**config.mk**
```make
export PLATFORM = sky130hd
export DESIGN_NAME = fcs_flash_ctrl
export DESIGN_NICKNAME = d
export VERILOG_FILES = /design/src/rtl/fcs_pkg.sv /design/src/rtl/fcs_cyc_if.sv /design/src/rtl/fcs_flash_ctrl.sv /design/src/rtl/fcs_bus_cycle.sv
export SDC_FILE = /design/constraint.sdc
export NUM_CORES = 1
export LEC_CHECK = 0
export BUFFER_PORTS_ARGS = -buffer_cell sky130_fd_sc_hd__buf_2
export CAP_MARGIN = 40
export CELL_PAD_IN_SITES_DETAIL_PLACEMENT = 0
export CELL_PAD_IN_SITES_GLOBAL_PLACEMENT = 1
export CORE_MARGIN = 4
export CORE_UTILIZATION = 30
export DETAILED_ROUTE_END_ITERATION = 12
export GPL_TIMING_DRIVEN = 1
export PLACE_DENSITY_LB_ADDON = 0.05
export SYNTH_ARGS = -nofsm -noshare
export SYNTH_HDL_FRONTEND = slang
export SYNTH_HIERARCHICAL = 1
export SYNTH_SLANG_ARGS = --single-unit
```
**constraint.sdc**
```tcl
create_clock -name CLK -period 4.1 [get_ports CLK]
set_input_delay 0.205 -clock CLK [delete_from_list [all_inputs] [get_ports CLK]]
set_output_delay 0.205 -clock CLK [all_outputs]
set_load 0.01 [all_outputs]
```
**src/rtl/fcs_pkg.sv**
```systemverilog
package fcs_pkg;

  // Register byte offsets
  localparam logic [7:0] OFF_CTRL = 8'h00;
  localparam logic [7:0] OFF_ADDR = 8'h04;
  localparam logic [7:0] OFF_WDATA = 8'h08;
  localparam logic [7:0] OFF_STATUS = 8'h0c;
  localparam logic [7:0] OFF_RDATA = 8'h10;

  // Status register fields
  localparam int ST_BUSY = 0;
  localparam int ST_DONE = 1;
  localparam int ST_FAIL = 2;
  localparam int ST_READY_PIN = 3;

  // Flash status bit positions on the data bus
  localparam int POLL_STATUS_BIT = 7;
  localparam int TOGGLE_STATUS_BIT_ONE = 6;
  localparam int TIMING_LIMIT_FAIL_BIT = 5;
  localparam int ERASE_WINDOW_BIT = 3;
  localparam int TOGGLE_STATUS_BIT_TWO = 2;

  // Operation codes written to the control register
  localparam logic [3:0] OP_READ = 4'h0;
  localparam logic [3:0] OP_PROG = 4'h1;
  localparam logic [3:0] OP_SECT_ERASE = 4'h2;
  localparam logic [3:0] OP_CHIP_ERASE = 4'h3;
  localparam logic [3:0] OP_SUSPEND = 4'h4;
  localparam logic [3:0] OP_RESUME = 4'h5;
  localparam logic [3:0] OP_RESET = 4'h6;
  localparam logic [3:0] OP_ID_READ = 4'h7;
  localparam logic [3:0] OP_PROT_VERIFY = 4'h8;
  localparam logic [3:0] OP_BYP_ENTER = 4'h9;
  localparam logic [3:0] OP_BYP_PROG = 4'ha;
  localparam logic [3:0] OP_BYP_RESET = 4'hb;
  localparam logic [3:0] OP_LAST = 4'hb;

  // Word-mode unlock addresses and command codes
  localparam logic [11:0] UNLOCK_ADDR1 = 12'h555;
  localparam logic [11:0] UNLOCK_ADDR2 = 12'h2aa;
  localparam logic [7:0] UNLOCK_DATA1 = 8'haa;
  localparam logic [7:0] UNLOCK_DATA2 = 8'h55;
  localparam logic [7:0] CODE_PROG = 8'ha0;
  localparam logic [7:0] CODE_ERASE_SETUP = 8'h80;
  localparam logic [7:0] CODE_CHIP_ERASE = 8'h10;
  localparam logic [7:0] CODE_SECT_ERASE = 8'h30;
  localparam logic [7:0] CODE_SUSPEND = 8'hb0;
  localparam logic [7:0] CODE_RESUME = 8'h30;
  localparam logic [7:0] CODE_RESET = 8'hf0;
  localparam logic [7:0] CODE_AUTOSEL = 8'h90;
  localparam logic [7:0] CODE_BYP_ENTER = 8'h20;
  localparam logic [7:0] CODE_BYP_EXIT1 = 8'h90;
  localparam logic [7:0] CODE_BYP_EXIT2 = 8'h00;
  localparam logic [11:0] PROT_VERIFY_LOW = 12'h002;

  // Bus timing
  localparam int CLK_NS = 10;
  localparam int T_WP_NS = 35;
  localparam int T_ACC_NS = 70;
  localparam int T_REC_NS = 20;
  localparam int SYNC_CYC = 2;
  localparam int WP_CYC = (T_WP_NS + CLK_NS - 1) / CLK_NS;
  localparam int ACC_CYC = (T_ACC_NS + CLK_NS - 1) / CLK_NS;
  localparam int REC_CYC = (T_REC_NS + CLK_NS - 1) / CLK_NS;

  typedef enum logic [1:0] {
    ASEL_CONST = 2'h0,
    ASEL_USER = 2'h1,
    ASEL_SECT = 2'h2
  } fcs_asel_t;

  typedef struct packed {
    logic rd;
    logic pd;
    fcs_asel_t asel;
    logic [11:0] a;
    logic [7:0] d;
  } fcs_step_t;

  typedef enum logic [4:0] {
    E_IDLE = 5'b00001,
    E_SETUP = 5'b00010,
    E_STROBE = 5'b00100,
    E_HOLD = 5'b01000,
    E_GAP = 5'b10000
  } fcs_eng_state_t;

  typedef enum logic [5:0] {
    S_IDLE = 6'b000001,
    S_STEP = 6'b000010,
    S_STEP_WAIT = 6'b000100,
    S_POLL = 6'b001000,
    S_POLL_WAIT = 6'b010000,
    S_ABORT = 6'b100000
  } fcs_seq_state_t;

endpackage

```
**src/rtl/fcs_cyc_if.sv**
```systemverilog
`timescale 1ns/1ps
`default_nettype none
interface fcs_cyc_if;
  logic req;
  logic is_read;
  logic [18:0] addr;
  logic [15:0] wdata;
  logic rdy;
  logic done;
  logic [15:0] rdata;
  modport seq (output req, is_read, addr, wdata, input rdy, done, rdata);
  modport eng (input req, is_read, addr, wdata, output rdy, done, rdata);
endinterface
`default_nettype wire

```
**src/rtl/fcs_flash_ctrl.sv**
```systemverilog
`timescale 1ns/1ps
`default_nettype none
module fcs_flash_ctrl (
  // Clock, reset, enable
  input wire logic CLK,
  input wire logic RST,
  input wire logic CLK_EN,
  // Register port
  input wire logic [7:0] REG_ADDR,
  input wire logic [31:0] REG_WDATA,
  input wire logic REG_WR,
  input wire logic REG_RD,
  output logic [31:0] REG_RDATA,
  // Flash pins
  output logic [18:0] FL_ADDR,
  output logic [15:0] FL_DQ_OUT,
  output logic FL_DQ_OE,
  input wire logic [15:0] FL_DQ_IN,
  output logic FL_CE_N,
  output logic FL_WE_N,
  output logic FL_OE_N,
  input wire logic FL_READY_BUSY_N
);
  fcs_cyc_if cyc ();

  fcs_pkg::fcs_seq_state_t state_reg;
  logic [3:0] op_reg;
  logic [18:0] addr_reg;
  logic [15:0] wdata_reg;
  logic [2:0] step_reg;
  logic [1:0] phase_reg;
  logic prev_tgl_reg;
  logic [15:0] last_rd_reg;
  logic done_reg;
  logic fail_reg;
  logic rb_s1_reg;
  logic rb_s2_reg;
  logic [31:0] rd_data_reg;

  function automatic fcs_pkg::fcs_step_t seq_step(input logic [3:0] op,
                                                  input logic [2:0] i);
    fcs_pkg::fcs_step_t s;
    s = '{rd: 1'b0, pd: 1'b0, asel: fcs_pkg::ASEL_CONST,
          a: 12'h000, d: 8'h00};
    case (op)
      fcs_pkg::OP_READ: begin
        s.rd = 1'b1;
        s.asel = fcs_pkg::ASEL_USER;
      end
      fcs_pkg::OP_SUSPEND: s.d = fcs_pkg::CODE_SUSPEND;
      fcs_pkg::OP_RESUME: s.d = fcs_pkg::CODE_RESUME;
      fcs_pkg::OP_RESET: s.d = fcs_pkg::CODE_RESET;
      fcs_pkg::OP_BYP_PROG: begin
        if (i == 3'h0) begin
          s.d = fcs_pkg::CODE_PROG;
        end else begin
          s.pd = 1'b1;
          s.asel = fcs_pkg::ASEL_USER;
        end
      end
      fcs_pkg::OP_BYP_RESET: begin
        s.d = (i == 3'h0) ? fcs_pkg::CODE_BYP_EXIT1 : fcs_pkg::CODE_BYP_EXIT2;
      end
      default: begin
        case (i)
          3'h0, 3'h3: begin
            s.a = fcs_pkg::UNLOCK_ADDR1;
            s.d = fcs_pkg::UNLOCK_DATA1;
          end
          3'h1, 3'h4: begin
            s.a = fcs_pkg::UNLOCK_ADDR2;
            s.d = fcs_pkg::UNLOCK_DATA2;
          end
          3'h2: begin
            s.a = fcs_pkg::UNLOCK_ADDR1;
            case (op)
              fcs_pkg::OP_PROG: s.d = fcs_pkg::CODE_PROG;
              fcs_pkg::OP_BYP_ENTER: s.d = fcs_pkg::CODE_BYP_ENTER;
              fcs_pkg::OP_ID_READ, fcs_pkg::OP_PROT_VERIFY: begin
                s.d = fcs_pkg::CODE_AUTOSEL;
              end
              default: s.d = fcs_pkg::CODE_ERASE_SETUP;
            endcase
          end
          3'h5: begin
            if (op == fcs_pkg::OP_CHIP_ERASE) begin
              s.a = fcs_pkg::UNLOCK_ADDR1;
              s.d = fcs_pkg::CODE_CHIP_ERASE;
            end else begin
              s.asel = fcs_pkg::ASEL_USER;
              s.d = fcs_pkg::CODE_SECT_ERASE;
            end
          end
          default: begin
            s.asel = fcs_pkg::ASEL_USER;
            s.d = fcs_pkg::CODE_RESET;
          end
        endcase
        // Fourth cycle differs per family: data, erase unlock, or code read
        if (i == 3'h3) begin
          case (op)
            fcs_pkg::OP_PROG: begin
              s.pd = 1'b1;
              s.asel = fcs_pkg::ASEL_USER;
            end
            fcs_pkg::OP_ID_READ: begin
              s.rd = 1'b1;
              s.asel = fcs_pkg::ASEL_USER;
            end
            fcs_pkg::OP_PROT_VERIFY: begin
              s.rd = 1'b1;
              s.asel = fcs_pkg::ASEL_SECT;
            end
            default: s.rd = 1'b0;
          endcase
        end
        // Autoselect is left with a reset write
        if (i == 3'h4 && (op == fcs_pkg::OP_ID_READ ||
                          op == fcs_pkg::OP_PROT_VERIFY)) begin
          s.asel = fcs_pkg::ASEL_CONST;
          s.a = 12'h000;
          s.d = fcs_pkg::CODE_RESET;
        end
      end
    endcase
    return s;
  endfunction

  function automatic logic [2:0] seq_len(input logic [3:0] op);
    case (op)
      fcs_pkg::OP_BYP_PROG, fcs_pkg::OP_BYP_RESET: return 3'h2;
      fcs_pkg::OP_BYP_ENTER: return 3'h3;
      fcs_pkg::OP_PROG: return 3'h4;
      fcs_pkg::OP_ID_READ, fcs_pkg::OP_PROT_VERIFY: return 3'h5;
      fcs_pkg::OP_SECT_ERASE, fcs_pkg::OP_CHIP_ERASE: return 3'h6;
      default: return 3'h1;
    endcase
  endfunction

  fcs_pkg::fcs_step_t cur_step;
  wire logic [2:0] cur_len;
  wire logic last_step;
  wire logic needs_poll;
  wire logic [18:0] step_addr;
  wire logic [15:0] step_data;
  wire logic idle;
  wire logic ctrl_wr;
  wire logic status_wr;
  wire logic tgl_now;
  wire logic tgl_same;
  wire logic limit_hit;
  wire logic finish_ok;
  wire logic finish_fail;
  wire logic [31:0] status_word;
  logic [31:0] rd_mux;

  assign cur_step = seq_step(op_reg, step_reg);
  assign cur_len = seq_len(op_reg);
  assign last_step = (step_reg == cur_len - 3'h1);
  // Only operations that start an embedded algorithm are polled
  assign needs_poll = (op_reg == fcs_pkg::OP_PROG) ||
                      (op_reg == fcs_pkg::OP_BYP_PROG) ||
                      (op_reg == fcs_pkg::OP_SECT_ERASE) ||
                      (op_reg == fcs_pkg::OP_CHIP_ERASE);
  // Command cycles zero the don't-care address and data bits
  assign step_addr = (cur_step.asel == fcs_pkg::ASEL_USER) ? addr_reg :
                     (cur_step.asel == fcs_pkg::ASEL_SECT) ?
                     {addr_reg[18:12], fcs_pkg::PROT_VERIFY_LOW} :
                     {7'h00, cur_step.a};
  assign step_data = cur_step.pd ? wdata_reg : {8'h00, cur_step.d};
  assign idle = (state_reg == fcs_pkg::S_IDLE);
  assign ctrl_wr = REG_WR && (REG_ADDR == fcs_pkg::OFF_CTRL);
  assign status_wr = REG_WR && (REG_ADDR == fcs_pkg::OFF_STATUS);

  assign cyc.req = cyc.rdy && (state_reg == fcs_pkg::S_STEP ||
                               state_reg == fcs_pkg::S_POLL ||
                               state_reg == fcs_pkg::S_ABORT);
  assign cyc.is_read = (state_reg == fcs_pkg::S_POLL) ||
                       (state_reg == fcs_pkg::S_STEP && cur_step.rd);
  assign cyc.addr = (state_reg == fcs_pkg::S_STEP) ? step_addr :
                    (state_reg == fcs_pkg::S_ABORT) ? 19'h00000 : addr_reg;
  assign cyc.wdata = (state_reg == fcs_pkg::S_ABORT) ?
                     {8'h00, fcs_pkg::CODE_RESET} : step_data;

  // Toggle algorithm on each completed status read
  assign tgl_now = cyc.rdata[fcs_pkg::TOGGLE_STATUS_BIT_ONE];
  assign tgl_same = (tgl_now == prev_tgl_reg);
  assign limit_hit = cyc.rdata[fcs_pkg::TIMING_LIMIT_FAIL_BIT];
  assign finish_ok = (state_reg == fcs_pkg::S_POLL_WAIT) && cyc.done &&
                     (phase_reg != 2'h0) && tgl_same;
  assign finish_fail = (state_reg == fcs_pkg::S_POLL_WAIT) && cyc.done &&
                       (phase_reg == 2'h2) && !tgl_same;

  assign status_word = {28'h0000000, rb_s2_reg, fail_reg, done_reg, ~idle};
  always_comb begin
    case (REG_ADDR)
      fcs_pkg::OFF_CTRL: rd_mux = {28'h0000000, op_reg};
      fcs_pkg::OFF_ADDR: rd_mux = {13'h0000, addr_reg};
      fcs_pkg::OFF_WDATA: rd_mux = {16'h0000, wdata_reg};
      fcs_pkg::OFF_STATUS: rd_mux = status_word;
      fcs_pkg::OFF_RDATA: rd_mux = {16'h0000, last_rd_reg};
      default: rd_mux = 32'h00000000;
    endcase
  end

  always_ff @(posedge CLK) begin
    if (RST) begin
      rb_s1_reg <= 1'b1;
      rb_s2_reg <= 1'b1;
      rd_data_reg <= 32'h00000000;
      addr_reg <= 19'h00000;
      wdata_reg <= 16'h0000;
    end else if (CLK_EN) begin
      rb_s1_reg <= FL_READY_BUSY_N;
      rb_s2_reg <= rb_s1_reg;
      rd_data_reg <= REG_RD ? rd_mux : 32'h00000000;
      if (REG_WR && idle && REG_ADDR == fcs_pkg::OFF_ADDR) begin
        addr_reg <= REG_WDATA[18:0];
      end
      if (REG_WR && idle && REG_ADDR == fcs_pkg::OFF_WDATA) begin
        wdata_reg <= REG_WDATA[15:0];
      end
    end
  end

  // Sticky flags: a set in the same cycle beats the software clear
  always_ff @(posedge CLK) begin
    if (RST) begin
      done_reg <= 1'b0;
      fail_reg <= 1'b0;
    end else if (CLK_EN) begin
      if (status_wr && REG_WDATA[fcs_pkg::ST_DONE]) begin
        done_reg <= 1'b0;
      end
      if (status_wr && REG_WDATA[fcs_pkg::ST_FAIL]) begin
        fail_reg <= 1'b0;
      end
      if (finish_ok || (state_reg == fcs_pkg::S_STEP_WAIT && cyc.done &&
                        last_step && !needs_poll) ||
          (state_reg == fcs_pkg::S_ABORT && cyc.done)) begin
        done_reg <= 1'b1;
      end
      if (finish_fail) begin
        fail_reg <= 1'b1;
      end
    end
  end

  always_ff @(posedge CLK) begin
    if (RST) begin
      state_reg <= fcs_pkg::S_IDLE;
      op_reg <= fcs_pkg::OP_READ;
      step_reg <= 3'h0;
      phase_reg <= 2'h0;
      prev_tgl_reg <= 1'b0;
      last_rd_reg <= 16'h0000;
    end else if (CLK_EN) begin
      case (state_reg)
        fcs_pkg::S_IDLE: begin
          if (ctrl_wr && REG_WDATA[3:0] <= fcs_pkg::OP_LAST) begin
            op_reg <= REG_WDATA[3:0];
            step_reg <= 3'h0;
            phase_reg <= 2'h0;
            state_reg <= fcs_pkg::S_STEP;
          end
        end
        fcs_pkg::S_STEP: begin
          if (cyc.req) begin
            state_reg <= fcs_pkg::S_STEP_WAIT;
          end
        end
        fcs_pkg::S_STEP_WAIT: begin
          if (cyc.done) begin
            if (cur_step.rd) begin
              last_rd_reg <= cyc.rdata;
            end
            if (!last_step) begin
              step_reg <= step_reg + 3'h1;
              state_reg <= fcs_pkg::S_STEP;
            end else if (needs_poll) begin
              // Status is valid once the final write strobe has risen
              state_reg <= fcs_pkg::S_POLL;
            end else begin
              state_reg <= fcs_pkg::S_IDLE;
            end
          end
        end
        fcs_pkg::S_POLL: begin
          if (cyc.req) begin
            state_reg <= fcs_pkg::S_POLL_WAIT;
          end
        end
        fcs_pkg::S_POLL_WAIT: begin
          if (cyc.done) begin
            last_rd_reg <= cyc.rdata;
            prev_tgl_reg <= tgl_now;
            state_reg <= fcs_pkg::S_POLL;
            if (phase_reg == 2'h0) begin
              phase_reg <= 2'h1;
            end else if (tgl_same) begin
              state_reg <= fcs_pkg::S_IDLE;
            end else if (phase_reg == 2'h2) begin
              // Still toggling after the limit flag: recover the device
              state_reg <= fcs_pkg::S_ABORT;
            end else if (limit_hit) begin
              phase_reg <= 2'h2;
            end
          end
        end
        fcs_pkg::S_ABORT: begin
          // Idle only once the reset write has left the pins
          if (cyc.done) begin
            state_reg <= fcs_pkg::S_IDLE;
          end
        end
        default: begin
          state_reg <= fcs_pkg::S_IDLE;
        end
      endcase
    end
  end

  assign REG_RDATA = rd_data_reg;

  fcs_bus_cycle u_cycle (
    .clk(CLK),
    .rst(RST),
    .clk_en(CLK_EN),
    .cyc(cyc.eng),
    .fl_addr(FL_ADDR),
    .fl_dq_out(FL_DQ_OUT),
    .fl_dq_oe(FL_DQ_OE),
    .fl_dq_in(FL_DQ_IN),
    .fl_ce_n(FL_CE_N),
    .fl_we_n(FL_WE_N),
    .fl_oe_n(FL_OE_N)
  );
endmodule
`default_nettype wire

```
**src/rtl/fcs_bus_cycle.sv**
```systemverilog
`timescale 1ns/1ps
`default_nettype none
module fcs_bus_cycle (
  // Clock and reset
  input wire logic clk,
  input wire logic rst,
  input wire logic clk_en,
  // Cycle requests
  fcs_cyc_if.eng cyc,
  // Flash pins
  output logic [18:0] fl_addr,
  output logic [15:0] fl_dq_out,
  output logic fl_dq_oe,
  input wire logic [15:0] fl_dq_in,
  output logic fl_ce_n,
  output logic fl_we_n,
  output logic fl_oe_n
);
  fcs_pkg::fcs_eng_state_t state_reg;
  logic [3:0] cnt_reg;
  logic is_rd_reg;
  logic done_reg;
  logic [15:0] rdata_reg;
  logic [15:0] dq_s1_reg;
  logic [15:0] dq_s2_reg;

  assign cyc.rdy = (state_reg == fcs_pkg::E_IDLE);
  assign cyc.done = done_reg;
  assign cyc.rdata = rdata_reg;

  always_ff @(posedge clk) begin
    if (rst) begin
      state_reg <= fcs_pkg::E_IDLE;
      cnt_reg <= 4'h0;
      is_rd_reg <= 1'b0;
      done_reg <= 1'b0;
      rdata_reg <= 16'h0000;
      dq_s1_reg <= 16'h0000;
      dq_s2_reg <= 16'h0000;
      fl_addr <= 19'h00000;
      fl_dq_out <= 16'h0000;
      fl_dq_oe <= 1'b0;
      fl_ce_n <= 1'b1;
      fl_we_n <= 1'b1;
      fl_oe_n <= 1'b1;
    end else if (clk_en) begin
      dq_s1_reg <= fl_dq_in;
      dq_s2_reg <= dq_s1_reg;
      done_reg <= 1'b0;
      case (state_reg)
        fcs_pkg::E_IDLE: begin
          if (cyc.req) begin
            // Address and data settle before any strobe falls
            fl_addr <= cyc.addr;
            fl_dq_out <= cyc.wdata;
            fl_dq_oe <= ~cyc.is_read;
            is_rd_reg <= cyc.is_read;
            fl_ce_n <= 1'b0;
            state_reg <= fcs_pkg::E_SETUP;
          end
        end
        fcs_pkg::E_SETUP: begin
          state_reg <= fcs_pkg::E_STROBE;
          if (is_rd_reg) begin
            fl_oe_n <= 1'b0;
            // Extra cycles cover the input synchroniser delay
            cnt_reg <= 4'(fcs_pkg::ACC_CYC + fcs_pkg::SYNC_CYC - 1);
          end else begin
            fl_we_n <= 1'b0;
            cnt_reg <= 4'(fcs_pkg::WP_CYC - 1);
          end
        end
        fcs_pkg::E_STROBE: begin
          if (cnt_reg == 4'h0) begin
            fl_we_n <= 1'b1;
            fl_oe_n <= 1'b1;
            if (is_rd_reg) begin
              rdata_reg <= dq_s2_reg;
            end
            state_reg <= fcs_pkg::E_HOLD;
          end else begin
            cnt_reg <= cnt_reg - 4'h1;
          end
        end
        fcs_pkg::E_HOLD: begin
          // Data stays driven past the write strobe rise
          fl_ce_n <= 1'b1;
          fl_dq_oe <= 1'b0;
          done_reg <= 1'b1;
          cnt_reg <= 4'(fcs_pkg::REC_CYC - 1);
          state_reg <= fcs_pkg::E_GAP;
        end
        fcs_pkg::E_GAP: begin
          if (cnt_reg == 4'h0) begin
            state_reg <= fcs_pkg::E_IDLE;
          end else begin
            cnt_reg <= cnt_reg - 4'h1;
          end
        end
        default: begin
          state_reg <= fcs_pkg::E_IDLE;
        end
      endcase
    end
  end
endmodule
`default_nettype wire

```
== After elaboration in Yosys (flattened, before gate mapping) ==
Memory sizes are Yosys's and may differ from the RTL's. A register that Yosys moved wholly into a read port is not among the register bits.
Index checks and enable logic that the tools add are counted.

* $add $sub $neg: 3
* Order comparisons: 1
* Equality and inequality tests: 53
* Multiplexer cells: 78
* Bitwise gates (word level): 2
* Reduce and logical (&&, ||, !) cells: 73

{| class="wikitable"
|+ Operators with widths
! operator !! count
|-
| $pmux W19 S5 || 1
|-
| $mux W16 || 5
|-
| $mux W19 || 4
|-
| $mux W6 || 10
|-
| $pmux W8 S6 || 1
|-
| $pmux W6 S6 || 1
|-
| $pmux W11 S3 || 1
|-
| $mux W32 || 1
|-
| $pmux W16 S2 || 1
|-
| $pmux W8 S4 || 1
|-
| $mux W4 || 7
|-
| $pmux W5 S5 || 1
|-
| $pmux W8 S3 || 1
|-
| $mux W22 || 1
|-
| $logic_and A1 B1 Y1 || 20
|-
| $eq A4 B3 Y1 const B || 4
|-
| $eq A4 B4 Y1 const B || 4
|-
| $eq A8 B4 Y1 const B || 2
|-
| $mux W8 || 2
|-
| $reduce_and A4 Y1 || 4
|-
| $reduce_bool A2 Y1 || 8
|-
| $mux W5 || 3
|-
| $reduce_and A3 Y1 || 5
|-
| $reduce_or A5 Y1 || 3
|-
| other kinds (56) || 119
|}

* Register bits after elaboration: 201
* Memory bits (read-only): 48
* Output and inout bits: 71
* Word-level logic and storage cells: 237
* Memories: 1

{| class="wikitable"
|+ Memory list
! memory !! depth !! bits a word !! read ports !! clocked after memory_dff !! wr ports !! RTL line !! RTL
|-
| (name not given) || 16 || 3 || 1 || 1 || 0 || fcs_flash_ctrl.sv:130 || <nowiki>case (op)</nowiki>
|}

== Depth between registers and ports, before layout ==
Gate-level depths: netlist of run 1.

* Depth in word-level cells: 11
* Gate-level depth with buffers: 13
* Gate-level depth less buffers: 10

== Hierarchy ==
Netlist of run 1, hierarchy kept.

{| class="wikitable"
|+ By module, submodules not included
! module !! times used !! cells an instance !! area an instance (µm²) !! sequential area each (µm²)
|-
| fcs_flash_ctrl || 1 || 649 || 5037.3 || 1861.8
|-
| fcs_bus_cycle || 1 || 415 || 3783.6 || 1961.9
|}

== Worst setup path after synthesis of run 1 ==
No wires, ideal clock.

* Path type: register -> register
* From: reg step_reg[0]
* To: reg last_rd_reg[10]
* Setup time: 0.128 ns
* Data arrival time: 2.352 ns
* Required time: 3.972 ns
* Setup slack: 1.620 ns
* Stages on the path, launching flop included: 11
* Buffers on the path: 2
* Cells stage by stage: dfxtp_1 > ha_1 > ha_1 > clkbuf_1 > nand3b_1 > o22a_1 > nand2b_1 > a21oi_2 > buf_2 > mux2i_1 > nor2_1

* Longest elaborated chain between the ends: 5

{| class="wikitable"
|+ RTL lines
! what !! RTL line !! RTL
|-
| start: declaration || fcs_flash_ctrl.sv:30 || <nowiki>logic [2:0] step_reg;</nowiki>
|-
| start signal: assignment || fcs_flash_ctrl.sv:278 || <nowiki>step_reg <= step_reg + 3'h1;</nowiki>
|-
| $eq A3 B2 Y1 || fcs_flash_ctrl.sv:100 || <nowiki>if (i == 3'h3) begin</nowiki>
|-
| $mux W4 || fcs_flash_ctrl.sv:100 ||
|-
| $pmux W1 S2 || fcs_flash_ctrl.sv:45 || <nowiki>case (op)</nowiki>
|-
| $ne A2 B2 Y1 (no source line) || - ||
|-
| $reduce_and A5 Y1 (no source line) || - ||
|-
| end signal: assignment || fcs_flash_ctrl.sv:275 || <nowiki>last_rd_reg <= cyc.rdata;</nowiki>
|-
| end signal: assignment || fcs_flash_ctrl.sv:295 || <nowiki>last_rd_reg <= cyc.rdata;</nowiki>
|-
| end: declaration || fcs_flash_ctrl.sv:33 || <nowiki>logic [15:0] last_rd_reg;</nowiki>
|}

No other way between the ends.
A chain may end at the register's enable or synchronous reset.

== Worst setup path after layout of run 1 ==
* From: reg step_reg[0]
* To: reg u_cycle.fl_addr[11]

* Longest elaborated chain between the ends: 11

{| class="wikitable"
|+ RTL lines
! what !! RTL line !! RTL
|-
| $eq A3 B2 Y1 (tied with other cells) || fcs_flash_ctrl.sv:65, fcs_flash_ctrl.sv:100 ||
|-
| $reduce_or A5 Y1 (no source line) || - ||
|-
| $pmux W2 S2 || fcs_flash_ctrl.sv:65 || <nowiki>case (i)</nowiki>
|-
| $pmux W2 S2 || fcs_flash_ctrl.sv:101 || <nowiki>case (op)</nowiki>
|-
| $mux W4 || fcs_flash_ctrl.sv:100 ||
|-
| $mux W22 || fcs_flash_ctrl.sv:118 || <nowiki>if (i == 3'h4 && (op == fcs_pkg::OP_ID_READ ||</nowiki>
|-
| $pmux W2 S3 * || fcs_flash_ctrl.sv:45 ||
|-
| $eq A2 B2 Y1 || fcs_flash_ctrl.sv:167 || <nowiki>(cur_step.asel == fcs_pkg::ASEL_SECT) ?</nowiki>
|-
| $mux W19 || fcs_flash_ctrl.sv:167 ||
|-
| $mux W19 * || fcs_flash_ctrl.sv:166 || <nowiki>assign step_addr = (cur_step.asel == fcs_pkg::ASEL_USER) ? addr_reg :</nowiki>
|-
| $mux W19 * || fcs_flash_ctrl.sv:180 || <nowiki>assign cyc.addr = (state_reg == fcs_pkg::S_STEP) ? step_addr :</nowiki>
|-
| named net cyc.addr[11] || fcs_cyc_if.sv:6 || <nowiki>logic [18:0] addr;</nowiki>
|-
| end signal: assignment || fcs_bus_cycle.sv:54 || <nowiki>fl_addr <= cyc.addr;</nowiki>
|-
| end: declaration || fcs_bus_cycle.sv:11 || <nowiki>output logic [18:0] fl_addr,</nowiki>
|}

Mark *: on every way through the listed nets, which the timed path passes. The rest lies on a longest branch.

==> results of run 1 <==
power by group through the flow:
stage	clock network [mW]	logic [mW]	registers [mW]
floorplan	0	0.0929	1.92
global placement	0	0.144	1.93
detailed placement	0	0.143	1.93
CTS	1.77	0.154	1.88
global route	1.85	0.167	1.89
finish	1.71	0.152	1.88
critical path: stages (launching register included):
cell,delay [ns]
dfxtp_1,0.49
inv_1,0.11
ha_1,0.23
or3_1,0.30
a21oi_1,0.40
o31a_1,0.23
a21oi_1,0.10
nor2_1,0.71
and2_1,0.22
nand2_1,0.05
a21oi_1,0.13
per-stage QoR:
step / total power [mW] / std cells / worst slack (ns) / instance area [sq um] / hold slack [ns]
global route: 3.90 / 1540 / 0.679 / 10300 / 0.0128
floorplan: 2.01 / 1076 / 1.62 / 8870 / 0.327
global placement: 2.07 / 1494 / 1.08 / 9570 / 0.415
detailed placement: 2.07 / 1495 / 1.03 / 9580 / 0.416
finish: 3.75 / 1540 / 1.05 / 10300 / 0.0199
CTS: 3.81 / 1540 / 1.01 / 10300 / 0.00232
cells in the mapped netlist, types with 5 or more instances:
| master | n | area share |
|---|---|---|
| nand2b_1 | 6 | 0.0043 |
| nor3_1 | 17 | 0.0096 |
| a21o_1 | 13 | 0.011 |
| nand2_1 | 190 | 0.081 |
| o21bai_1 | 5 | 0.0043 |
| or3_1 | 7 | 0.0050 |
| a221oi_1 | 6 | 0.0060 |
| nor2_1 | 109 | 0.046 |
| clkbuf_1 | 45 | 0.019 |
| buf_1 | 5 | 0.0021 |
| o21a_1 | 5 | 0.0043 |
| nor3b_1 | 6 | 0.0051 |
| dfxtp_1 | 191 | 0.43 |
| mux2i_1 | 77 | 0.087 |
| xor2_1 | 5 | 0.0050 |
| and2_1 | 18 | 0.013 |
| a22oi_1 | 5 | 0.0043 |
| o21ai_0 | 28 | 0.016 |
| nor2b_1 | 26 | 0.018 |
| inv_1 | 20 | 0.0085 |
| and3_1 | 11 | 0.0078 |
| a211oi_1 | 13 | 0.011 |
| a22o_1 | 12 | 0.012 |
| nand3_1 | 9 | 0.0051 |
| buf_2 | 17 | 0.0096 |
| a21oi_1 | 118 | 0.067 |
| buf_4 | 14 | 0.012 |
| ha_1 | 7 | 0.0099 |
final timing paths:
path,to,cells after the start,slack (ns)
setup / recovery,u_cycle/fl_addr[11]$_SDFFE_PP0P_,10,1.05
setup reg to reg,u_cycle/fl_addr[11]$_SDFFE_PP0P_,10,1.05
hold reg to reg,u_cycle/fl_addr[15]$_SDFFE_PP0P_,2,0.46
hold / removal,u_cycle/dq_s1_reg[2]$_SDFFE_PP0P_,3,0.02
cell type report:
class	count	area [sq um]
Clock buffer	17	425
Clock inverter	14	174
Fill cell	3142	18500
Inverter	20	75.1
Multi-Input combinational cell	782	4570
Sequential cell	191	3820
Tap cell	384	480
Timing Repair Buffer	132	767
kinds of logic (layout without fill, tap and decap cells):
kind of cell             count (synthesis)  after routing
AO/OA/AOI/OAI                          242            242
XOR/XNOR                                10             10
adder cells (fa/ha/maj)                  8              8
buffers and inverters                  103            183
flip-flops                             191            191
multiplexers                            77             77
other                                    1             13
AND/OR/NAND/NOR                        432            432
layer usage:
layer,track usage,vias to the layer above,share of wire
met3,0.0299,17,0.034
met2,0.266,139,0.44
li1,-,3819,-
met4,0.0381,0,0.013
met5,0,-,0
met1,0.249,3618,0.51
==> metrics.md, run 1 <==
| Metric | Value |
|---|---|
| Fin. max-slew vios | `0` |
| Critical path arrival | `about 3.4 ns` |
| Synthesized area | `between 8000 and 9000 sq um` |
| Post-synthesis simple-gate area fraction | `0.230` |
| Min-delay src | `FL_DQ_IN[2]` |
| Pre-antenna DRT Iters | `5` |
| Part of the Yosys area used for sequential elements | `0.433` |
| Compound-gate portion of the synthesized area | `0.172` |
| Synthesized-area fraction occupied by adder cells | `0.0111` |
| Final Setup Violations | `0` |
| Violation count after the first detailed-route iteration | `approximately 460` |
| GR Overflow Total | `0` |
| Port bufs | `between 100 and 150` |
| PwrDens | `between 300 and 400 nW/um^2` |
| Most frequent cells in the layout | `dfxtp_1 (191), nand2_1 (190), a21oi_1 (118)` |
| Clock Tree Root | `clkbuf_16` |
| P_sw | `949 uW` |
| Status | `complete, no violations` |
| IR Drop Worst-Case VDD | `a little over 0.3 mV` |
| Clock Skew | `between 0.015 and 0.02 ns` |
| Post-route ant nets | `0` |
| ANT cells | `0` |
| Largest net degree at the start of global routing | `100` |
| CP endpoint kind | `register` |
| Largest family of logic cells by synthesized area | `simple AND/OR/NAND/NOR gates` |
| Critical-path maximum fanout | `11` |
| Die Width | `~180 um` |
| Max cap viols | `0` |
| Global-route wire length before repair | `approximately 44000 um` |
| CTS buffer count | `17` |
| Initial Utilization | `0.306` |
| Area Growth Syn to Fin | `17.0%` |
| Worst Path Required | `approximately 4.5 ns` |
| Ys Warns | `6` |
| Class of the worst hold path | `in -> reg` |
| Min Tclk post-route | `3.05 ns` |
| Startpoint types | `register` |
| Slew @ Worst Pin | `a little over 0.9 ns` |
| Setup bufs post-CTS | `0` |
| Vias | `approximately 7600` |
| Pint | `2.80 mW` |
| TritonCTS Sinks | `~190` |
| Wire length reported by the detailed router | `between 20000 and 30000 um` |
| Switch share | `0.253` |
| Cts repair resizes | `0` |
| Comb pwr share | `0.040` |
| Post-Syn Instances | `1064` |
| Placeable core area | `around 29000 sq um` |
| Finished Core Util | `0.358` |
| DRC Markers | `0` |
| Setup_tns | `0 ns` |
| IO Pins | `133` |
| Fin. Hold Viols | `0` |
| Worst rel slew slack | `0.390` |
| Reg2reg start | `step_reg[0]$_SDFFE_PP0P_` |
| GRT Total Usage | `0.171` |
| # rows | `slightly above 60` |
| Share of layout cells above drive strength 1 | `0.144` |
| Hold_buf cts | `14` |
| Tcrit/Tclk final | `0.745` |
| Total die area | `roughly 32000 sq um` |
| Avg Cell Area, Syn | `8.29 sq um` |
| Synth Flop Type | `dfxtp_1` |
| Worst-path clk slew | `0.08 ns` |
| Nets | `roughly 1200` |
| Synth async-reset ratio | `0` |
| Clock tree buffer depth | `2` |
| Static leakage power | `between 4 and 5 nW` |
| Vias per inst | `4.93` |
| #FFs+latches synth | `191` |
| WL/cell | `roughly 18 um` |
| Number of flops mapped to enable cells by yosys | `0` |
| Xor and xnor fraction of the mapped netlist area | `0.0116` |
| H-tree levels | `4` |
| Detail Placement HPWL | `20100 um` |
| Vias in the first global route | `~7400` |
| Sequential share of power | `0.502` |
| Gp weighted congestion | `just under 0.8` |
| RSZ-0062 raised after global routing | `no` |
| Chip height | `179 um` |
| Most common cell after layout, fill and taps aside | `dfxtp_1` |
| Distinct cells, synth | `70` |
| Kind of critical path | `reg -> reg` |
| CTS tree | `done` |
| Worst Setup SP | `step_reg[0]$_SDFFE_PP0P_` |
| Clock Power Share | `0.457` |
| Initial antenna violation count | `0` |
| Clk Latency, worst-skew pair | `between 0.4 and 0.5 ns` |
| Highest clock rate | `~0.33 GHz` |
| Multiplexer share of the synthesized area | `0.0874` |
Note: power is estimated with default switching activity, not from simulation.
==> run 2, diff against run 1 <==
--- a/config.mk
+++ b/config.mk
@@ -5,6 +5,7 @@
 export SDC_FILE = /design/constraint.sdc
 export NUM_CORES = 1
 export LEC_CHECK = 0
+export ABC_AREA = 1
 export BUFFER_PORTS_ARGS = -buffer_cell sky130_fd_sc_hd__buf_2
 export CAP_MARGIN = 40
 export CELL_PAD_IN_SITES_DETAIL_PLACEMENT = 0
==> constraint.sdc (replaced) <==
create_clock -name CLK -period 2.6 [get_ports CLK]
set_input_delay 0.13 -clock CLK [delete_from_list [all_inputs] [get_ports CLK]]
set_output_delay 0.13 -clock CLK [all_outputs]
set_load 0.01 [all_outputs]
==> run 2 against run 1 <==
Against the previous run: global-route usage rose by 0.30 points; synthesized area rose by 4.1%; sequential power rose by 70%; final cell count rose by 17%.
==> metrics.md, run 2 <==
| Metric | Value |
|---|---|
| Reg2reg path depth | `12` |
| Buf/Inv on CP | `1` |
| Distinct cells, synth | `46` |
| Post-Syn Instances | `~1300` |
| ANT cells | `0` |
| Startpoint types | `register` |
| # rows | `between 60 and 70` |
| Fin. max-slew vios | `0` |
| Total die area | `approximately 33000 sq um` |
| Port bufs | `106` |
| Final Setup Violations | `0` |
| Top delay family on crit path | `simple AND/OR/NAND/NOR gates` |
| Synthesized area | `~9200 sq um` |
| Most common cell after layout, fill and taps aside | `nand2_1` |
| Avg Cell Area, Syn | `7.15 sq um` |
| Fin. Hold Viols | `0` |
| CP max stage cell | `dfxtp_1` |
| Vias in the first global route | `8362` |
| Clk Latency, worst-skew pair | `0.44 ns` |
| Status | `complete, no violations` |
| Wire length reported by the detailed router | `slightly below 30000 um` |
| PwrDens | `663 nW/um^2` |
| Global-route wire length before repair | `around 46000 um` |
| Number of flops mapped to enable cells by yosys | `0` |
| Ys Warns | `6` |
| GRT Total Usage | `0.174` |
| Gp weighted congestion | `roughly 0.86` |
| Worst-path clk slew | `approximately 0.080 ns` |
| H-tree levels | `4` |
| Critical path arrival | `about 2.7 ns` |
| Post-route setup slack | `between 0.2 and 0.3 ns` |
| Count leader, synth | `nand2_1` |
| DRC Markers | `0` |
| Area Growth Syn to Fin | `18.6%` |
| Most frequent cells in the layout | `nand2_1 (218), nor2_1 (215), dfxtp_1 (191)` |
| Setup slack at placement | `approximately 0.26 ns` |
| Leading cell types by count after synthesis | `nand2_1 (218), nor2_1 (215), dfxtp_1 (191)` |
| Nets | `1470` |
| WL/cell | `approximately 16 um` |
| RSZ-0062 raised after global routing | `no` |
| Part of the Yosys area used for sequential elements | `0.416` |
| WP depth | `12` |
| Post-route ant nets | `0` |
| Reg2reg start | `step_reg[0]$_SDFFE_PP0P_` |
| TritonCTS Sinks | `about 190` |
| Critical-path maximum fanout | `7` |
| IO Pins | `133` |
| CTS tree | `done` |
| Share of layout cells above drive strength 1 | `0.179` |
| Vias per inst | `between 4 and 5` |
| Vias | `about 8400` |
| Max cap viols | `0` |
| Violation count after the first detailed-route iteration | `between 400 and 500` |
| Synth Flop Type | `dfxtp_1` |
| Slew @ Worst Pin | `0.708 ns` |
| Tcrit/Tclk final | `0.900` |
| Clock tree buffer depth | `2` |
| Pre-antenna DRT Iters | `5` |
| Area contributors post-synth | `dfxtp_1 (42%), nand2_1 (8.9%), nor2_1 (8.8%)` |
| CTS buffer count | `17` |
| R2R Setup Slk | `around 0.26 ns` |
| Crit path cell chain | `ha_1 -> nand2_1 -> o21ai_0 -> nor2_1 -> nor2_1 -> nand3_1 -> nand2_4 -> nand4_1 -> nand3_1 -> inv_1 -> nor2_2 -> nor2_1` |
| Area share of the largest cell type after synthesis | `0.416` |
| IR Drop Worst-Case VDD | `between 0.3 and 0.4 mV` |
| GR Overflow Total | `0` |
| Chip height | `183 um` |
| CP endpoint kind | `register` |
| Worst rel slew slack | `0.527` |
| Class of the worst hold path | `in -> reg` |
| Initial Utilization | `0.307` |
| Clock Tree Root | `clkbuf_16` |
| CP max stage delay | `approximately 0.45 ns` |
| Setup_tns | `0 ns` |
| #FFs+latches synth | `roughly 190` |
| Layout fillers | `~3300` |
| Crit path top cell by count | `nor2_1` |
| Worst Setup SP | `step_reg[0]$_SDFFE_PP0P_` |
| Highest clock rate | `roughly 0.43 GHz` |
| Setup bufs post-CTS | `0` |
| Die Width | `approximately 180 um` |
| Static leakage power | `a little under 5 nW` |
| Clock Skew | `between 0.01 and 0.015 ns` |
| Detail Placement HPWL | `~21000 um` |
| Yosys top cell by area | `dfxtp_1` |
| Finished Core Util | `0.364` |
| Placeable core area | `between 20000 and 30000 sq um` |
| Kind of critical path | `reg -> reg` |
| Worst R2R End | `u_cycle/fl_addr[16]$_SDFFE_PP0P_` |
| Min Tclk post-route | `between 2 and 2.5 ns` |
| Initial antenna violation count | `0` |
| Worst setup path end | `u_cycle/fl_addr[16]$_SDFFE_PP0P_` |
| WHS | `roughly 0.023 ns` |
| Synth async-reset ratio | `0` |
| Largest net degree at the start of global routing | `63` |
| Worst Path Required | `about 3 ns` |
run 2: cell count changes after synthesis, sizes merged, moves of 12 or more:
cell	delta
o21ai	+117
nor2	+144
and2	-17
a22o	-12
nor2b	-26
a21oi	+15
mux2i	-77
nand2	+46
nand3	+69
a211oi	-13
a21o	-13
inv	+84
run 2: per-layer routing:
layer,track usage,share of wire
met1,0.234,0.48
met2,0.299,0.48
met3,0.0246,0.028
met4,0.0369,0.011
met5,0,0
run 2: layout make-up:
cell class              instances  area [sq um]  area share
flip-flops and latches        191          3820       0.351
repair buffers                161          1040      0.0954
clock buffers                  18           429      0.0394
well taps                     390           488      0.0448
inverters                     104           395      0.0363
multi-input cells             926          4570       0.419
clock inverters                14           150      0.0138
run 2: worst reg2reg max path, stage by stage (launching register included):
cell and delay (ns):
dfxtp_1 0.45, ha_1 0.24, nand2_1 0.10, o21ai_0 0.10, nor2_1 0.10, nor2_1 0.17
nand3_1 0.16, nand2_4 0.13, nand4_1 0.36, nand3_1 0.18, inv_1 0.09, nor2_2 0.10
nor2_1 0.05
run 2: timing repair:
| item | 4_1_cts | 5_1_grt |
|---|---|---|
| setup endpoints to repair | 0 | 0 |
| hold buffers | 33 | 0 |
| gates resized for setup | 0 | 0 |
| hold endpoints to repair | 47 | 0 |
run 2: power breakdown:
part | switching [mW] | internal [mW]
Combinational | 0.913 | 0.447
Sequential | 0.132 | 3.07
Clock | 1.30 | 1.36
Total | 2.35 | 4.88
run 2: logic make-up (layout without fill, tap and decap cells):
kind of cell               count (synthesis)  in the layout  share of synthesized area
AOI/OAI and AO/OA                        289            289                      0.163
other                                      1             13                   0.000408
DFF                                      191            191                      0.416
xor gates and xnor gates                   5              5                    0.00477
adders and majority gates                  7              7                    0.00953
and+or+nand+nor                          612            612                      0.315
buffers and inverters                    179            297                     0.0917
run 2: stage by stage:
step / area (sq um) / instances / total power, mW
floorplan: 9230 / 1296 / 4.19
global placement: 9980 / 1739 / 4.62
detailed placement: 9980 / 1739 / 4.61
CTS: 10900 / 1804 / 7.33
global route: 10900 / 1804 / 7.65
finish: 10900 / 1804 / 7.23
run 2: worst min-delay path by stage:
| stage | start | to | slack [ns] | depth (start not counted) |
|---|---|---|---|---|
| 2_1_floorplan | RST | u_cycle/state_reg[1]$_SDFFE_PP0P_ | 0.19 | 1 |
| 6_report | REG_WDATA[1] | wdata_reg[1]$_SDFFE_PP0P_ | 0.02 | 3 |
| 3_5_place_dp | FL_DQ_IN[3] | u_cycle/dq_s1_reg[3]$_SDFFE_PP0P_ | 0.36 | 3 |
| 3_3_place_gp | FL_DQ_IN[3] | u_cycle/dq_s1_reg[3]$_SDFFE_PP0P_ | 0.35 | 3 |
| 5_1_grt | REG_WDATA[1] | wdata_reg[1]$_SDFFE_PP0P_ | 0.04 | 3 |
| 4_1_cts | REG_WDATA[1] | wdata_reg[1]$_SDFFE_PP0P_ | 0.01 | 3 |
==> run 3, diff against run 2 <==
--- a/config.mk
+++ b/config.mk
@@ -5,7 +5,6 @@
 export SDC_FILE = /design/constraint.sdc
 export NUM_CORES = 1
 export LEC_CHECK = 0
-export ABC_AREA = 1
 export BUFFER_PORTS_ARGS = -buffer_cell sky130_fd_sc_hd__buf_2
 export CAP_MARGIN = 40
 export CELL_PAD_IN_SITES_DETAIL_PLACEMENT = 0
==> run 3 against run 2 <==
Against the previous run: clock skew grew 0.0042 ns; setup slack lost 0.022 ns; sequential power shrank 7.2%; core utilization grew 1.5 points; global-route usage grew 0.11 points; register-to-register slack lost 0.02 ns; critical path type unchanged; largest power group unchanged.
==> metrics.md, run 3 (synthesis gave the netlist of run 1 again) <==
| Metric | Value |
|---|---|
| Clk Latency, worst-skew pair | `~0.44 ns` |
| Total die area | `32200 sq um` |
| Most common cell after layout, fill and taps aside | `dfxtp_1` |
| Die Width | `~180 um` |
| Worst-path clk slew | `about 0.08 ns` |
| Clock tree buffer depth | `2` |
| IR Drop Worst-Case VDD | `between 0.4 and 0.5 mV` |
| # rows | `a little over 60` |
| Worst Path Required | `between 2 and 3 ns` |
| Met1 track demand over resource | `0.250` |
| Fin. max-slew vios | `0` |
| Static leakage power | `roughly 4.5 nW` |
| ANT cells | `0` |
| CP endpoint kind | `register` |
| Setup_tns | `0 ns` |
| Layout fillers | `around 3100` |
| Initial antenna violation count | `0` |
| CTS tree | `done` |
| Global-route wire length before repair | `45600 um` |
| Gp weighted congestion | `approximately 0.81` |
| Class of the worst hold path | `in -> reg` |
| RSZ-0062 raised after global routing | `no` |
| Design Area, Final | `between 10000 and 15000 sq um` |
| GRT Total Usage | `0.175` |
| Area Growth Syn to Fin | `23.9%` |
| Initial Utilization | `0.306` |
| Placeable core area | `roughly 29000 sq um` |
| WL/cell | `roughly 18 um` |
| Startpoint types | `register` |
| Critical-path maximum fanout | `8` |
| Detail Placement HPWL | `21100 um` |
| Max cap viols | `0` |
| Status | `complete, no violations` |
| DRC Markers | `0` |
| Routing usage on met2 | `0.282` |
| DP Area | `10000 sq um` |
| Share of layout cells above drive strength 1 | `0.177` |
| Kind of critical path | `reg -> reg` |
| Most frequent cells in the layout | `dfxtp_1 (191), nand2_1 (190), a21oi_1 (118)` |
| Vias per inst | `4.84` |
| Fin. Hold Viols | `0` |
| Clock Skew | `about 0.018 ns` |
| H-tree levels | `4` |
| Min Tclk post-route | `2.36 ns` |
| Slew @ Worst Pin | `~0.6 ns` |
| Vias | `~8000` |
| Largest net degree at the start of global routing | `52` |
| Port bufs | `~110` |
| IO Pins | `133` |
| Critical path arrival | `2.67 ns` |
| Tcrit/Tclk final | `0.909` |
| Clock Tree Root | `clkbuf_16` |
| GR Overflow Total | `0` |
| Worst rel slew slack | `0.603` |
| Violation count after the first detailed-route iteration | `485` |
| Post-route ant nets | `0` |
| Met3 usage | `0.0277` |
| Most Used Layer, Global Route | `met2` |
| Vias in the first global route | `7636` |
| Chip height | `179 um` |
| Highest clock rate | `0.423 GHz` |
| Nets | `about 1300` |
| PwrDens | `~540 nW/um^2` |
| CTS buffer count | `17` |
| Final Setup Violations | `0` |
| TritonCTS Sinks | `about 190` |
| Pre-antenna DRT Iters | `6` |
| Wire length reported by the detailed router | `approximately 29000 um` |
-- run 3: metal layers --
metal	wire (um)	vias up
li1	-	3946
met1	14500	3674
met2	12900	139
met3	870	15
met4	244	0
met5	0	-
-- run 3: power breakdown --
part	leakage, nW	internal, mW	switching, mW	total (mW)
sequential	1.54	2.95	0.0182	2.97
clock	0.279	1.28	1.33	2.61
combinational	2.68	0.114	0.155	0.268
total	4.50	4.35	1.50	5.85
-- run 3: through the flow --
| step | hold WS [ns] | setup WS, ns | cells | util | power, mW |
|---|---|---|---|---|---|
| final | 0.0254 | 0.237 | 1607 | 0.379 | 5.85 |
| after CTS | 0.00161 | 0.0795 | 1607 | 0.378 | 5.93 |
| after global routing | 0.0232 | 0.0204 | 1607 | 0.379 | 6.07 |
| after global placement | 0.345 | 0.148 | 1543 | 0.347 | 3.27 |
| after detailed placement | 0.345 | 0.0993 | 1543 | 0.347 | 3.27 |
| after floorplan | 0.252 | 0.120 | 1076 | - | 3.18 |
-- run 3: worst paths after layout --
check                           cells after the start                           endpoint                              start  slack [ns]
worst min register to register                      2  u_cycle/fl_dq_out[2]$_SDFFE_PP0P_  u_cycle/fl_dq_out[2]$_SDFFE_PP0P_        0.45
worst min-delay path                                3          wdata_reg[1]$_SDFFE_PP0P_                       REG_WDATA[1]        0.03
worst max-delay path                               11    u_cycle/fl_addr[6]$_SDFFE_PP0P_           step_reg[0]$_SDFFE_PP0P_        0.24
worst max register to register                     11    u_cycle/fl_addr[6]$_SDFFE_PP0P_           step_reg[0]$_SDFFE_PP0P_        0.24
-- run 3: critical path, stage by stage (launching register included) --
cell and delay, ns:
dfxtp_1 0.47, inv_1 0.10, ha_1 0.22, or3_1 0.31, a21oi_1 0.22, o31a_1 0.22, a211oi_2 0.10, and3_1 0.18
buf_4 0.16, a21o_1 0.16, nand2_1 0.05, a21oi_1 0.05
-- run 3: timing repair --
action / in CTS / in global routing
setup endpoints to repair: 0 / 7
hold buffers: 33 / 0
resized for setup: 0 / 2
hold endpoints to repair: 45 / 0
buffers inserted: 0 / 0
-- run 3: cell type report --
cell class                      instances  area, sq um  area share
Clock buffer                           17          425      0.0389
Timing Repair Buffer                  199         1390       0.127
Multi-Input combinational cell        782         4580       0.419
Tap cell                              384          480      0.0440
Inverter                               20         75.1     0.00687
Sequential cell                       191         3820       0.350
Clock inverter                         14          148      0.0135
